**config.mk**
```make
export PLATFORM = sky130hd
export DESIGN_NAME = shc_codec
export DESIGN_NICKNAME = d
export VERILOG_FILES = /design/src/logic/shc_pkg.sv /design/src/logic/shc_codec.sv
export SDC_FILE = /design/constraint.sdc
export NUM_CORES = 1
export LEC_CHECK = 0
export ABC_CLOCK_PERIOD_IN_PS = 40500
export BUFFER_PORTS_ARGS = -buffer_cell sky130_fd_sc_hd__clkbuf_2
export CORE_MARGIN = 4
export CORE_UTILIZATION = 45
export DETAILED_ROUTE_END_ITERATION = 16
export GPL_TIMING_DRIVEN = 0
export SLEW_MARGIN = 10
export SYNTH_ARGS = -nofsm -noshare
export SYNTH_HDL_FRONTEND = slang
export SYNTH_SLANG_ARGS = --single-unit
```
**constraint.sdc**
```tcl
create_clock -name ref_clk_i -period 40.5 [get_ports ref_clk_i]
set_clock_uncertainty 0.15 [all_clocks]
set_input_delay 4.05 -clock ref_clk_i [delete_from_list [all_inputs] [get_ports ref_clk_i]]
set_output_delay 4.05 -clock ref_clk_i [all_outputs]
set_load 0.02 [all_outputs]
```
**src/logic/shc_pkg.sv**
```systemverilog
// Purpose: Constants and types for the SECDED Hamming codec
// Assumes: APB word-aligned register map, 100 MHz ref_clk_i
// Notes:   Offsets are byte addresses
`default_nettype none
package shc_pkg;
	// Register byte offsets
	localparam logic [7:0] ADDR_CTRL  = 8'h00;
	localparam logic [7:0] ADDR_INFO  = 8'h04;
	localparam logic [7:0] ADDR_SADDR = 8'h08;
	localparam logic [7:0] ADDR_WDATA = 8'h0C;
	localparam logic [7:0] ADDR_ENC   = 8'h10;
	localparam logic [7:0] ADDR_CODE  = 8'h14;
	localparam logic [7:0] ADDR_DEC   = 8'h18;
	localparam logic [7:0] ADDR_CMD   = 8'h1C;
	localparam logic [7:0] ADDR_STAT  = 8'h20;
	localparam logic [7:0] ADDR_ISTAT = 8'h24;
	localparam logic [7:0] ADDR_IMASK = 8'h28;
	// Field positions
	localparam int CTRL_DET_BIT  = 4;
	localparam int INFO_CW_LSB   = 4;
	localparam int INFO_TWO_BIT  = 12;
	localparam int DEC_STAT_LSB  = 16;
	localparam int CMD_STORE_BIT = 0;
	localparam int CMD_FETCH_BIT = 1;
	localparam int STAT_ERR_LSB  = 4;
	// Interrupt bits
	localparam int IRQ_ENC  = 0;
	localparam int IRQ_DEC  = 1;
	localparam int IRQ_OP   = 2;
	localparam int IRQ_DERR = 3;
	localparam int IRQ_W    = 4;
	// Reset values and limits
	localparam logic [3:0]  WIDTH_RST = 4'h8;
	localparam logic [3:0]  WIDTH_MAX = 4'hB;
	localparam logic [15:0] SADDR_RST = 16'h0000;
	// Decode status codes
	localparam logic [1:0] ST_OK   = 2'h0;
	localparam logic [1:0] ST_CORR = 2'h1;
	localparam logic [1:0] ST_DBL  = 2'h2;
	// Store sequencer states
	typedef enum logic [5:0] {
		SQ_IDLE  = 6'b000001,
		SQ_WR_LO = 6'b000010,
		SQ_WR_HI = 6'b000100,
		SQ_RB_LO = 6'b001000,
		SQ_RB_HI = 6'b010000,
		SQ_DONE  = 6'b100000
	} shc_seq_t;
endpackage : shc_pkg
`default_nettype wire

```
**src/logic/shc_codec.sv**
```systemverilog
// Purpose: SECDED Hamming codec, 1..11 data bits, byte-store sequencer
// Assumes: APB slave on ref_clk_i; store port logic on the same clock
// Notes:   One wait state on every APB access
//
// The APB register port and the register offsets are this design's own decisions.
`timescale 1ns/100ps
`default_nettype none
// Overview of operation
// [RULE1] Check bits: least k with 2^k >= m+k+1
// [RULE2] Eight data bits use four check bits
// [RULE3] Matrix column j equals binary j
// [RULE4] Checks at power-of-two columns, data ascending
// [RULE5] Check bit xors data with row one
// [RULE6] Eight-bit check equations as given
// [RULE7] Syndrome weighted one, two, four, eight
// [RULE8] Nonzero syndrome inverts the named column
// [RULE9] Overall parity bit after last data bit
// [RULE10] Parity fail correctable, parity pass double
// [RULE11] Encoded widths 4,6,7,8,10..16 bits
// [RULE12] Stored as one or two whole bytes
// [RULE13] Status 0 none, 1 corrected, 2 double
// [RULE14] Detect-only mode leaves data unaltered
// [RULE15] Width reload updates all derived sizes
// [RULE16] Address advances by storage size
// [RULE17] Store followed by read-back decode status
// [RULE18] Low byte at lower address first
// [RULE19] Results registered one cycle, cleared reset
module shc_codec (
	// Clock and reset
	input  wire logic        ref_clk_i,
	input  wire logic        nrst_i,
	// APB slave
	input  wire logic        psel_i,
	input  wire logic        penable_i,
	input  wire logic        pwrite_i,
	input  wire logic [7:0]  paddr_i,
	input  wire logic [31:0] pwdata_i,
	output var  logic [31:0] prdata_o,
	output var  logic        pready_o,
	output var  logic        pslverr_o,
	// Byte store port
	output var  logic        st_req_o,
	output var  logic        st_we_o,
	output var  logic [15:0] st_addr_o,
	output var  logic [7:0]  st_wdata_o,
	input  wire logic        st_ack_i,
	input  wire logic [7:0]  st_rdata_i,
	// Interrupt
	output var  logic        irq_o
);

	function automatic logic [2:0] f_checks(input logic [3:0] m);
		logic [2:0] k;
		k = 3'h1;
		for (int i = 0; i < 4; i++) begin
			if ((5'h1 << k) < ({1'b0, m} + {2'b0, k} + 5'h1))
				k = k + 3'h1;
		end
		return k;
	endfunction : f_checks

	function automatic logic [15:0] f_encode(input logic [10:0] d, input logic [3:0] m,
		input logic [4:0] n);
		logic [15:0] c;
		logic [3:0]  dp;
		logic        p;
		c  = 16'h0000;
		dp = 4'h0;
		for (int j = 1; j < 16; j++) begin
			if ((j & (j - 1)) != 0 && dp < m) begin
				c[j-1] = d[dp]; // [RULE4]
				dp     = dp + 4'h1;
			end
		end
		for (int i = 0; i < 4; i++) begin
			p = 1'b0;
			for (int j = 1; j < 16; j++) begin
				if (j[i] && (j & (j - 1)) != 0)
					p = p ^ c[j-1]; // [RULE3] [RULE5] [RULE6]
			end
			if ((1 << i) <= n)
				c[(1 << i) - 1] = p;
		end
		c[n[3:0]] = ^c; // [RULE9]
		return c;
	endfunction : f_encode

	function automatic logic [12:0] f_decode(input logic [15:0] cw, input logic [3:0] m,
		input logic [4:0] n, input logic det);
		logic [15:0] c;
		logic [3:0]  syn;
		logic        par;
		logic [1:0]  st;
		logic [10:0] d;
		logic [3:0]  dp;
		c   = cw;
		syn = 4'h0;
		par = 1'b0;
		d   = 11'h000;
		dp  = 4'h0;
		for (int j = 1; j < 17; j++) begin
			if (j <= n && c[j-1])
				syn = syn ^ j[3:0]; // [RULE7]
			if (j <= n + 1)
				par = par ^ c[j-1];
		end
		if (syn == 4'h0)
			st = par ? shc_pkg::ST_CORR : shc_pkg::ST_OK;
		else
			st = par ? shc_pkg::ST_CORR : shc_pkg::ST_DBL; // [RULE10]
		if (!det && par && syn != 4'h0 && {1'b0, syn} <= n) // [RULE8] [RULE14]
			c[syn - 4'h1] = ~c[syn - 4'h1];
		for (int j = 1; j < 16; j++) begin
			if ((j & (j - 1)) != 0 && dp < m) begin
				d[dp] = c[j-1];
				dp    = dp + 4'h1;
			end
		end
		return {st, d};
	endfunction : f_decode

	logic [3:0]  width_r;
	logic        det_r;
	logic [15:0] saddr_r;
	logic [15:0] op_addr_r;
	logic [10:0] wdata_r;
	logic [15:0] enc_r;
	logic [10:0] dec_data_r;
	logic [1:0]  dec_stat_r;
	logic [1:0]  op_stat_r;
	logic [15:0] rb_code_r;
	logic [shc_pkg::IRQ_W-1:0] istat_r;
	logic [shc_pkg::IRQ_W-1:0] imask_r;
	logic [shc_pkg::IRQ_W-1:0] iset;
	logic        enc_go_r;
	logic        dec_go;
	logic        op_store_r;
	logic        op_done_r;
	shc_pkg::shc_seq_t seq_r;
	logic [2:0]  k_w;
	logic [4:0]  code_w;
	logic        two_byte_storage_flag;
	logic [15:0] op_code;
	logic [12:0] dec_res;
	logic [12:0] rb_res;
	logic [31:0] rd_data;
	logic        rd_err;
	logic        apb_wr;
	logic        busy;

	assign k_w                   = f_checks(width_r); // [RULE1] [RULE2] [RULE15]
	assign code_w                = {1'b0, width_r} + {2'b0, k_w} + 5'h01; // [RULE11]
	assign two_byte_storage_flag = (code_w > 5'h08); // [RULE12]
	assign op_code               = f_encode(wdata_r, width_r, code_w - 5'h01);
	assign dec_res  = f_decode(pwdata_i[15:0], width_r, code_w - 5'h01, det_r);
	assign rb_res   = f_decode(rb_code_r, width_r, code_w - 5'h01, det_r); // [RULE17]
	assign busy     = (seq_r != shc_pkg::SQ_IDLE);
	assign apb_wr   = psel_i && penable_i && pwrite_i && pready_o;
	assign dec_go   = apb_wr && paddr_i == shc_pkg::ADDR_CODE;
	assign iset     = {op_done_r && op_stat_r == shc_pkg::ST_DBL, op_done_r, dec_go, enc_go_r};

	// Register read mux
	always_comb begin
		rd_data = 32'h0000_0000;
		rd_err  = 1'b0;
		case (paddr_i)
			shc_pkg::ADDR_CTRL:  rd_data = {27'h0, det_r, width_r};
			shc_pkg::ADDR_INFO:  rd_data = {19'h0, two_byte_storage_flag, 3'h0, code_w, 1'b0, k_w};
			shc_pkg::ADDR_SADDR: rd_data = {16'h0, saddr_r};
			shc_pkg::ADDR_WDATA: rd_data = {21'h0, wdata_r};
			shc_pkg::ADDR_ENC:   rd_data = {16'h0, enc_r};
			shc_pkg::ADDR_CODE:  rd_data = {16'h0, rb_code_r};
			shc_pkg::ADDR_DEC:   rd_data = {14'h0, dec_stat_r, 5'h0, dec_data_r};
			shc_pkg::ADDR_CMD:   rd_data = 32'h0000_0000;
			shc_pkg::ADDR_STAT:  rd_data = {26'h0, op_stat_r, 3'h0, busy};
			shc_pkg::ADDR_ISTAT: rd_data = {28'h0, istat_r};
			shc_pkg::ADDR_IMASK: rd_data = {28'h0, imask_r};
			default:    rd_err  = 1'b1;
		endcase
	end

	// APB handshake, one wait state
	always_ff @(posedge ref_clk_i) begin
		if (!nrst_i) begin
			pready_o  <= 1'b0;
			prdata_o  <= 32'h0000_0000;
			pslverr_o <= 1'b0;
		end else begin
			pready_o <= psel_i && penable_i && !pready_o;
			if (psel_i && penable_i && !pready_o) begin
				prdata_o  <= pwrite_i ? 32'h0000_0000 : rd_data;
				pslverr_o <= rd_err;
			end else begin
				pslverr_o <= 1'b0;
			end
		end
	end

	// Configuration; width, mode and data writes ignored while a store or fetch runs, mask writes always taken
	always_ff @(posedge ref_clk_i) begin
		if (!nrst_i) begin
			width_r <= shc_pkg::WIDTH_RST;
			det_r   <= 1'b0;
			imask_r <= '0;
			wdata_r <= 11'h000;
		end else if (apb_wr) begin
			if (paddr_i == shc_pkg::ADDR_CTRL && !busy && pwdata_i[3:0] != 4'h0
				&& pwdata_i[3:0] <= shc_pkg::WIDTH_MAX) begin
				width_r <= pwdata_i[3:0]; // [RULE15]
				det_r   <= pwdata_i[shc_pkg::CTRL_DET_BIT];
			end
			if (paddr_i == shc_pkg::ADDR_IMASK)
				imask_r <= pwdata_i[shc_pkg::IRQ_W-1:0];
			if (paddr_i == shc_pkg::ADDR_WDATA && !busy)
				wdata_r <= pwdata_i[10:0];
		end
	end

	// Encode and direct decode results
	always_ff @(posedge ref_clk_i) begin
		if (!nrst_i) begin
			enc_go_r   <= 1'b0;
			enc_r      <= 16'h0000;
			dec_data_r <= 11'h000;
			dec_stat_r <= shc_pkg::ST_OK; // [RULE19]
		end else begin
			enc_go_r <= apb_wr && paddr_i == shc_pkg::ADDR_WDATA && !busy;
			if (enc_go_r)
				enc_r <= op_code; // [RULE19]
			if (dec_go) begin
				dec_data_r <= dec_res[10:0];
				dec_stat_r <= dec_res[12:11]; // [RULE13]
			end else if (op_done_r) begin
				dec_data_r <= rb_res[10:0];
				dec_stat_r <= rb_res[12:11];
			end
		end
	end

	// Store and fetch sequencer
	always_ff @(posedge ref_clk_i) begin
		if (!nrst_i) begin
			seq_r      <= shc_pkg::SQ_IDLE;
			st_req_o   <= 1'b0;
			st_we_o    <= 1'b0;
			st_addr_o  <= 16'h0000;
			st_wdata_o <= 8'h00;
			op_addr_r  <= 16'h0000;
			op_store_r <= 1'b0;
			rb_code_r  <= 16'h0000;
			op_done_r  <= 1'b0;
		end else begin
			op_done_r <= 1'b0;
			case (seq_r)
				shc_pkg::SQ_IDLE: begin
					if (apb_wr && paddr_i == shc_pkg::ADDR_CMD
						&& (pwdata_i[shc_pkg::CMD_STORE_BIT]
						|| pwdata_i[shc_pkg::CMD_FETCH_BIT])) begin
						op_addr_r  <= saddr_r;
						op_store_r <= pwdata_i[shc_pkg::CMD_STORE_BIT];
						rb_code_r  <= 16'h0000;
						st_req_o   <= 1'b1;
						st_addr_o  <= saddr_r;
						st_we_o    <= pwdata_i[shc_pkg::CMD_STORE_BIT];
						st_wdata_o <= op_code[7:0]; // [RULE18]
						seq_r      <= pwdata_i[shc_pkg::CMD_STORE_BIT] ?
							shc_pkg::SQ_WR_LO : shc_pkg::SQ_RB_LO;
					end
				end
				shc_pkg::SQ_WR_LO: begin
					if (st_ack_i) begin
						if (two_byte_storage_flag) begin
							st_addr_o  <= op_addr_r + 16'h0001; // [RULE18]
							st_wdata_o <= op_code[15:8];
							seq_r      <= shc_pkg::SQ_WR_HI;
						end else begin
							st_addr_o <= op_addr_r; // [RULE17]
							st_we_o   <= 1'b0;
							seq_r     <= shc_pkg::SQ_RB_LO;
						end
					end
				end
				shc_pkg::SQ_WR_HI: begin
					if (st_ack_i) begin
						st_addr_o <= op_addr_r; // [RULE17]
						st_we_o   <= 1'b0;
						seq_r     <= shc_pkg::SQ_RB_LO;
					end
				end
				shc_pkg::SQ_RB_LO: begin
					if (st_ack_i) begin
						rb_code_r[7:0] <= st_rdata_i;
						if (two_byte_storage_flag) begin
							st_addr_o <= op_addr_r + 16'h0001;
							seq_r     <= shc_pkg::SQ_RB_HI;
						end else begin
							st_req_o <= 1'b0;
							seq_r    <= shc_pkg::SQ_DONE;
						end
					end
				end
				shc_pkg::SQ_RB_HI: begin
					if (st_ack_i) begin
						rb_code_r[15:8] <= st_rdata_i;
						st_req_o        <= 1'b0;
						seq_r           <= shc_pkg::SQ_DONE;
					end
				end
				shc_pkg::SQ_DONE: begin
					op_done_r <= 1'b1;
					seq_r     <= shc_pkg::SQ_IDLE;
				end
				default: begin
					st_req_o <= 1'b0;
					seq_r    <= shc_pkg::SQ_IDLE;
				end
			endcase
		end
	end

	// Storage address and operation status
	always_ff @(posedge ref_clk_i) begin
		if (!nrst_i) begin
			saddr_r   <= shc_pkg::SADDR_RST;
			op_stat_r <= shc_pkg::ST_OK;
		end else if (seq_r == shc_pkg::SQ_DONE) begin
			saddr_r   <= op_addr_r + (two_byte_storage_flag ? 16'h0002 : 16'h0001); // [RULE16]
			op_stat_r <= rb_res[12:11]; // [RULE17]
		end else if (apb_wr && paddr_i == shc_pkg::ADDR_SADDR && !busy) begin
			saddr_r <= pwdata_i[15:0];
		end
	end

	// Sticky interrupt status, set wins over write-one-clear
	always_ff @(posedge ref_clk_i) begin
		if (!nrst_i) begin
			istat_r <= '0;
			irq_o   <= 1'b0;
		end else begin
			istat_r <= (istat_r & ~((apb_wr && paddr_i == shc_pkg::ADDR_ISTAT) ?
				pwdata_i[shc_pkg::IRQ_W-1:0] : '0)) | iset;
			irq_o   <= |(istat_r & imask_r);
		end
	end

	AST_K_MIN: assert property (@(posedge ref_clk_i) disable iff (!nrst_i) // [RULE1]
		((6'h01 << k_w) >= {2'b0, width_r} + {3'b0, k_w} + 6'h01) &&
		((6'h01 << (k_w - 3'h1)) < {2'b0, width_r} + {3'b0, k_w}))
		else $error("check bit count not minimal");
	AST_K_EIGHT: assert property (@(posedge ref_clk_i) disable iff (!nrst_i) // [RULE2]
		width_r == 4'h8 |-> k_w == 3'h4 && code_w == 5'h0D)
		else $error("eight data bits need four check bits");
	AST_TWO_BYTE: assert property (@(posedge ref_clk_i) disable iff (!nrst_i) // [RULE12]
		two_byte_storage_flag == (width_r > 4'h4))
		else $error("storage size wrong for width");
	AST_CHK_EIGHT: assert property (@(posedge ref_clk_i) disable iff (!nrst_i) // [RULE6]
		enc_go_r && width_r == 4'h8 |=> enc_r[0] == ^{$past(wdata_r[0]), $past(wdata_r[1]),
		$past(wdata_r[3]), $past(wdata_r[4]), $past(wdata_r[6])} &&
		enc_r[7] == ^$past(wdata_r[7:4]) && enc_r[12] == ^enc_r[11:0])
		else $error("eight bit check equations broken");
	AST_DBL_FLAG: assert property (@(posedge ref_clk_i) disable iff (!nrst_i) // [RULE10]
		dec_go && dec_res[12:11] == shc_pkg::ST_DBL |=> dec_stat_r == shc_pkg::ST_DBL &&
		istat_r[shc_pkg::IRQ_DEC])
		else $error("double error not reported");
	AST_STAT_RANGE: assert property (@(posedge ref_clk_i) disable iff (!nrst_i) // [RULE13]
		dec_stat_r != 2'h3 && op_stat_r != 2'h3)
		else $error("illegal decode status");
	AST_ADDR_STEP: assert property (@(posedge ref_clk_i) disable iff (!nrst_i) // [RULE16]
		seq_r == shc_pkg::SQ_DONE |=>
		saddr_r == op_addr_r + (two_byte_storage_flag ? 16'h0002 : 16'h0001))
		else $error("storage address did not advance by size");
	AST_HI_ADDR: assert property (@(posedge ref_clk_i) disable iff (!nrst_i) // [RULE18]
		seq_r == shc_pkg::SQ_WR_HI |-> st_we_o && st_addr_o == op_addr_r + 16'h0001)
		else $error("high byte not at following address");
	AST_READBACK: assert property (@(posedge ref_clk_i) disable iff (!nrst_i) // [RULE17]
		seq_r == shc_pkg::SQ_WR_LO && st_ack_i && !two_byte_storage_flag |=>
		seq_r == shc_pkg::SQ_RB_LO && !st_we_o)
		else $error("store not followed by read-back");
	AST_RESET_CLR: assert property (@(posedge ref_clk_i) // [RULE19]
		!nrst_i |=> enc_r == 16'h0000 && dec_stat_r == shc_pkg::ST_OK && !irq_o)
		else $error("results not cleared by reset");

endmodule : shc_codec
`default_nettype wire

```
Yosys cells after proc, flatten, opt, wreduce, memory -nomap -nowiden
Index checks and enable logic that the tools add are counted.
{"block": "word_totals", "out_inout_bits": 61, "ff_bits": 172, "word_cells": 583}
{"block": "op_classes", "muxes": 237, "bitwise_logic": 89, "eq_ne": 27, "addsub": 28, "reduce_logical": 99, "shift": 3, "magnitude_cmp": 76}
{"op": "$le A4 B32 Y1 const A", "count": 8}
{"op": "$mux W11", "count": 22}
{"op": "$bwmux W11", "count": 20}
{"op": "$pmux W18 S10", "count": 1}
{"op": "$mux W16", "count": 9}
{"op": "$le A3 B32 Y1 const A", "count": 4}
{"op": "$mux W4", "count": 28}
{"op": "$mux W1", "count": 86}
{"op": "$logic_and A1 B1 Y1", "count": 66}
{"op": "$lt A4 B5 Y1 const B", "count": 13}
{"op": "$le A2 B32 Y1 const A", "count": 2}
{"op": "$pmux W16 S4", "count": 1}
{"op": "$xor A1 B1 Y1", "count": 54}
{"op": "$demux W1 S4", "count": 13}
{"op": "$ge A4 B1 Y1 const B", "count": 13}
{"op": "$bmux W1 S4", "count": 12}
{"op": "$bwmux W16", "count": 3}
{"op": "$pmux W8 S2", "count": 3}
{"op": "$le A4 B5 Y1 const A", "count": 8}
{"op": "$lt A4 B4 Y1", "count": 10}
{"op": "$add A4 B1 Y4 const B", "count": 9}
{"op": "$mux W6", "count": 6}
{"op": "$mux W3", "count": 11}
{"op": "$eq A8 B5 Y1 const B", "count": 4}
{"op": "63 further kinds", "count": 153}

Depth between registers and ports, before layout
{"block": "depth", "word_depth": 79, "depth_mapped": 63}

Worst setup path after synthesis
No wires, ideal clock.
{"block": "synth_timing", "kind": "reg-to-reg", "start": "register width_r[3]", "end": "register st_wdata_o[2]", "path_slack_ps": 26015, "arrival_time_ps": 14216, "setup_ps": 119, "stages_incl_launch_ff": 59, "path_buffers": 5, "path_cell_list": "dfxtp_1 -> clkbuf_1 -> inv_1 -> ha_1 -> buf_1 -> nand2_1 -> inv_1 -> nand2_1 -> fa_1 -> buf_6 -> nand2b_1 -> xnor2_2 -> ha_1 -> or4_4 -> a21oi_4 -> mux2_4 -> buf_6 -> ha_1 -> [... 23 more ...] -> ha_1 -> a21oi_1 -> nor2b_1 -> a31oi_4 -> mux2i_2 -> inv_1 -> ha_1 -> a21oi_1 -> o221a_2 -> a32oi_4 -> xnor2_2 -> xnor2_2 -> mux2_2 -> a221oi_4 -> xnor2_1 -> or4_1 -> nand3_1 -> o21ai_1"}
{"block": "synth_between", "elab_chain_cells": 30}
{"element": "start: declaration", "line": "shc_codec.sv:122", "rtl": "logic [3:0] width_r;"}
{"element": "start signal: assignment", "line": "shc_codec.sv:202", "rtl": "width_r <= shc_pkg::WIDTH_RST;"}
{"element": "start signal: assignment", "line": "shc_codec.sv:209", "rtl": "width_r <= pwdata_i[3:0];"}
{"element": "branches (longest 30 deep; another with $add A4 B1 Y5)"}
{"element": "end signal: assignment", "line": "shc_codec.sv:265", "rtl": "st_wdata_o <= op_code[7:0];"}
{"element": "end signal: assignment", "line": "shc_codec.sv:274", "rtl": "st_wdata_o <= op_code[15:8];"}
{"element": "end: declaration", "line": "shc_codec.sv:45", "rtl": "output var logic [7:0] st_wdata_o,"}
Several ways; the timed one is not identified. The select of a mux whose other input is x is not followed.
A chain may end at the register's enable or synchronous reset.

Worst setup path after layout
{"block": "layout_timing", "start": "register width_r[3]", "end": "register st_wdata_o[4]"}
The elaborated chain is that of the path after synthesis.

==> out/metrics.yaml <==
status: "completed"
synth.distinct_cells: 106
cpPeakStageDelay_ns: 0.81
nets: 2571
period_needed_ns: 19.41
drive_gt1_frac: 0.0887
io_buffers: 77
synth_edf_count: 0
drc_errors: 0
worst_hold_path_type: "flip-flop to flip-flop"
cts_setup_buffers: 0
max_slew.worst_pin.slew_ns: 1.28
timing.critical_path.to_type: "flip-flop"
yosys.area.top_type_share: 0.187
clockRootBuffer: "clkbuf_16"
synth_top_family_by_area: "compound AO/OA/AOI/OAI gates"
synth-main-ff-cell: "dfxtp_1"
cellLeakagePower_nw: 7.07
grt_max_degree: 17
hold_viol: 0
synthTopCellsByArea: "dfxtp_1 19%, ha_1 6.6%, nand2_1 6.5%, a21oi_1 5.8%, nor2_1 4.8%"
setup_viol: 0
synthXorXnorAreaFrac: 0.0722
design_area_um2: 18600
synthSimpleGateAreaFrac: 0.254
antenna_left: 0
tritoncts: "built"
insertedDiodeCount: 0
wirelength_met1_um: 31700
die_height_um: 202
yosysTopAreaCell: "dfxtp_1"
gp_congestion: 1.04
required_ns: 40.67
ys_warn_count: 0
clk_pin_slew_ns: 0.07
netlist_area_um2: 16900
synth_compound_area_frac: 0.266
io_pins: 115
fin_tns_setup_ns: 0
num_rows: 70
clock_sinks: 158
worstSetupPathType: "flip-flop to flip-flop"
dpl-instance-area_um2: 18000
dr_wl_met3_um: 7440
grtUsageTotal: 0.373
dp_hpwl_um: 62000
antenna_found_initial: 1
initial_core_util: 0.459
hold_buffers: 0
cp.arrival_ns: 19.58
p_total_mw: 0.489
vias: 19200
synth_cells: 2312
critPathLaunchType: "flip-flop"
postSynth.asyncResetShare: 0
synth-seq-area-share: 0.187
first_pass_iters: 6
drt-vias-per-instance: 6.54
dieArea_um2: 40700
synth.mux.area_fraction: 0.0848
clock_path_buffers: 2
fmax_ghz: 0.0515
syn_to_final_growth_pct: 10.2
drt-initial-drc-count: 2106
report.final.slew_viol_count: 0
synth.most_common_cell: "nand2_1"
ys_seq_elements: 158
ir_drop_v: 0.0000374
yosys.area_share.adder: 0.0741
grt_pass1_wl_um: 116000
cap_violations: 0
met2_length_um: 35800
power.density_nw_per_um2: 26.2
rsz0062_at_grt: "false"
crit_slowest_cell: "mux2i_2"
fin_crit_sh: 0.479
layoutNonFillerInstCount: 2939
core_um2: 36900
grt_overflow: 0
synth_common_cells: "295 x nand2_1, 217 x nor2_1, 195 x a21oi_1"
cts_buffers: 17
ctsResizeCount: 0
post_drt_wl_per_cell_um: 27.2
dp.cells: 2906
ctsHtreeMaxLevel: 4
die_width_um: 202
critPathMaxFanout: 12
insertion_delay_ns: 0.45
crit_top_cell: "ha_1"
routed.top_layer: "met4"
grt_pass1_vias: 17800
fillers: 3704
routed_wl_um: 79800
synth.avg_cell_area_um2: 7.31
slew_headroom: 0.136
-- per-layer routing --
| layer | GRT usage | up-vias |
|---|---|---|
| met4 | 0.195 | 0 |
| met5 | 0 | - |
| met3 | 0.0655 | 234 |
| met1 | 0.485 | 9155 |
| li1 | - | 8702 |
| met2 | 0.592 | 1129 |
-- cell type report --
class	count	area (µm²)	area share
clock buffer	18	439	0.0236
sequential	158	3160	0.170
inverter	75	287	0.0154
timing repair buffer	78	400	0.0215
buffer	167	746	0.0400
clock inverter	14	198	0.0106
tap	504	631	0.0338
multi-input combinational	1925	12800	0.685
-- stage by stage --
step / utilization / hold WS [ns] / setup slack (ns)
after floorplan: - / 0.300 / 26.01
after CTS: 0.505 / 0.309 / 21.10
after global routing: 0.505 / 0.339 / 20.19
after detailed placement: 0.488 / 0.294 / 21.18
after global placement: 0.487 / 0.292 / 21.29
final: 0.505 / 0.312 / 21.09
-- worst paths after layout --
kind | cells past startpoint | start | slack [ns] | end
max | 62 | width_r[3]$_SDFFE_PN1P_ | 21.09 | st_wdata_o[4]$_SDFFE_PN0P_
min | 2 | st_wdata_o[3]$_SDFFE_PN0P_ | 0.31 | st_wdata_o[3]$_SDFFE_PN0P_
max reg2reg | 62 | width_r[3]$_SDFFE_PN1P_ | 21.09 | st_wdata_o[4]$_SDFFE_PN0P_
min reg2reg | 2 | st_wdata_o[3]$_SDFFE_PN0P_ | 0.31 | st_wdata_o[3]$_SDFFE_PN0P_
-- state kept, by name (all words and copies together), names as in the netlist, 2 cells and up --
name        cells
prdata_o       18
enc_r          16
st_addr_o      16
saddr_r        16
st_wdata_o      8
rb_code_r      16
istat_r         4
op_addr_r      16
op_stat_r       2
dec_stat_r      2
dec_data_r     11
imask_r         4
width_r         4
wdata_r        11
seq_r           6
-- placed cells by master, fill, tap and decap left out, types with 18 or more instances in the layout --
master / n
nand2_1: 295
o211ai_1: 27
clkbuf_1: 129
a31oi_1: 43
nor3_1: 37
ha_1: 89
clkbuf_2: 78
nand2b_1: 28
xnor2_1: 61
o21ai_0: 138
nor2_1: 217
nand4_1: 23
xor2_1: 25
a22oi_1: 36
dfxtp_1: 158
nor2b_1: 31
mux2i_1: 73
and3_1: 44
a21oi_1: 195
a211oi_1: 28
nand3_1: 126
mux2_2: 18
inv_1: 68
-- worst max-delay path: cells and delay by family (launching register included) --
family                   cells  cell delay, ns
AO/OA/AOI/OAI               19            5.35
XOR/XNOR                     4            1.37
adder cells (fa/ha/maj)      8            3.21
buffers and inverters       11            2.92
flip-flops                   1            0.37
multiplexers                 6            2.82
AND/OR/NAND/NOR             14            3.05
-- cell families (layout without fill, tap and decap cells) --
group / after synthesis / in the layout
other cells: 1 / 14
buf+inv: 242 / 352
flops: 158 / 158
compound gates: 684 / 684
mux: 116 / 116
fa+ha+maj: 97 / 97
simple gates: 906 / 906
xor+xnor: 108 / 108
-- where the power goes --
group,internal [mW],switching (mW)
clock,0.101,0.0770
sequential,0.165,0.00646
combinational,0.0439,0.0957
total,0.310,0.179
No activity file was read; power rests on OpenSTA's default activity.
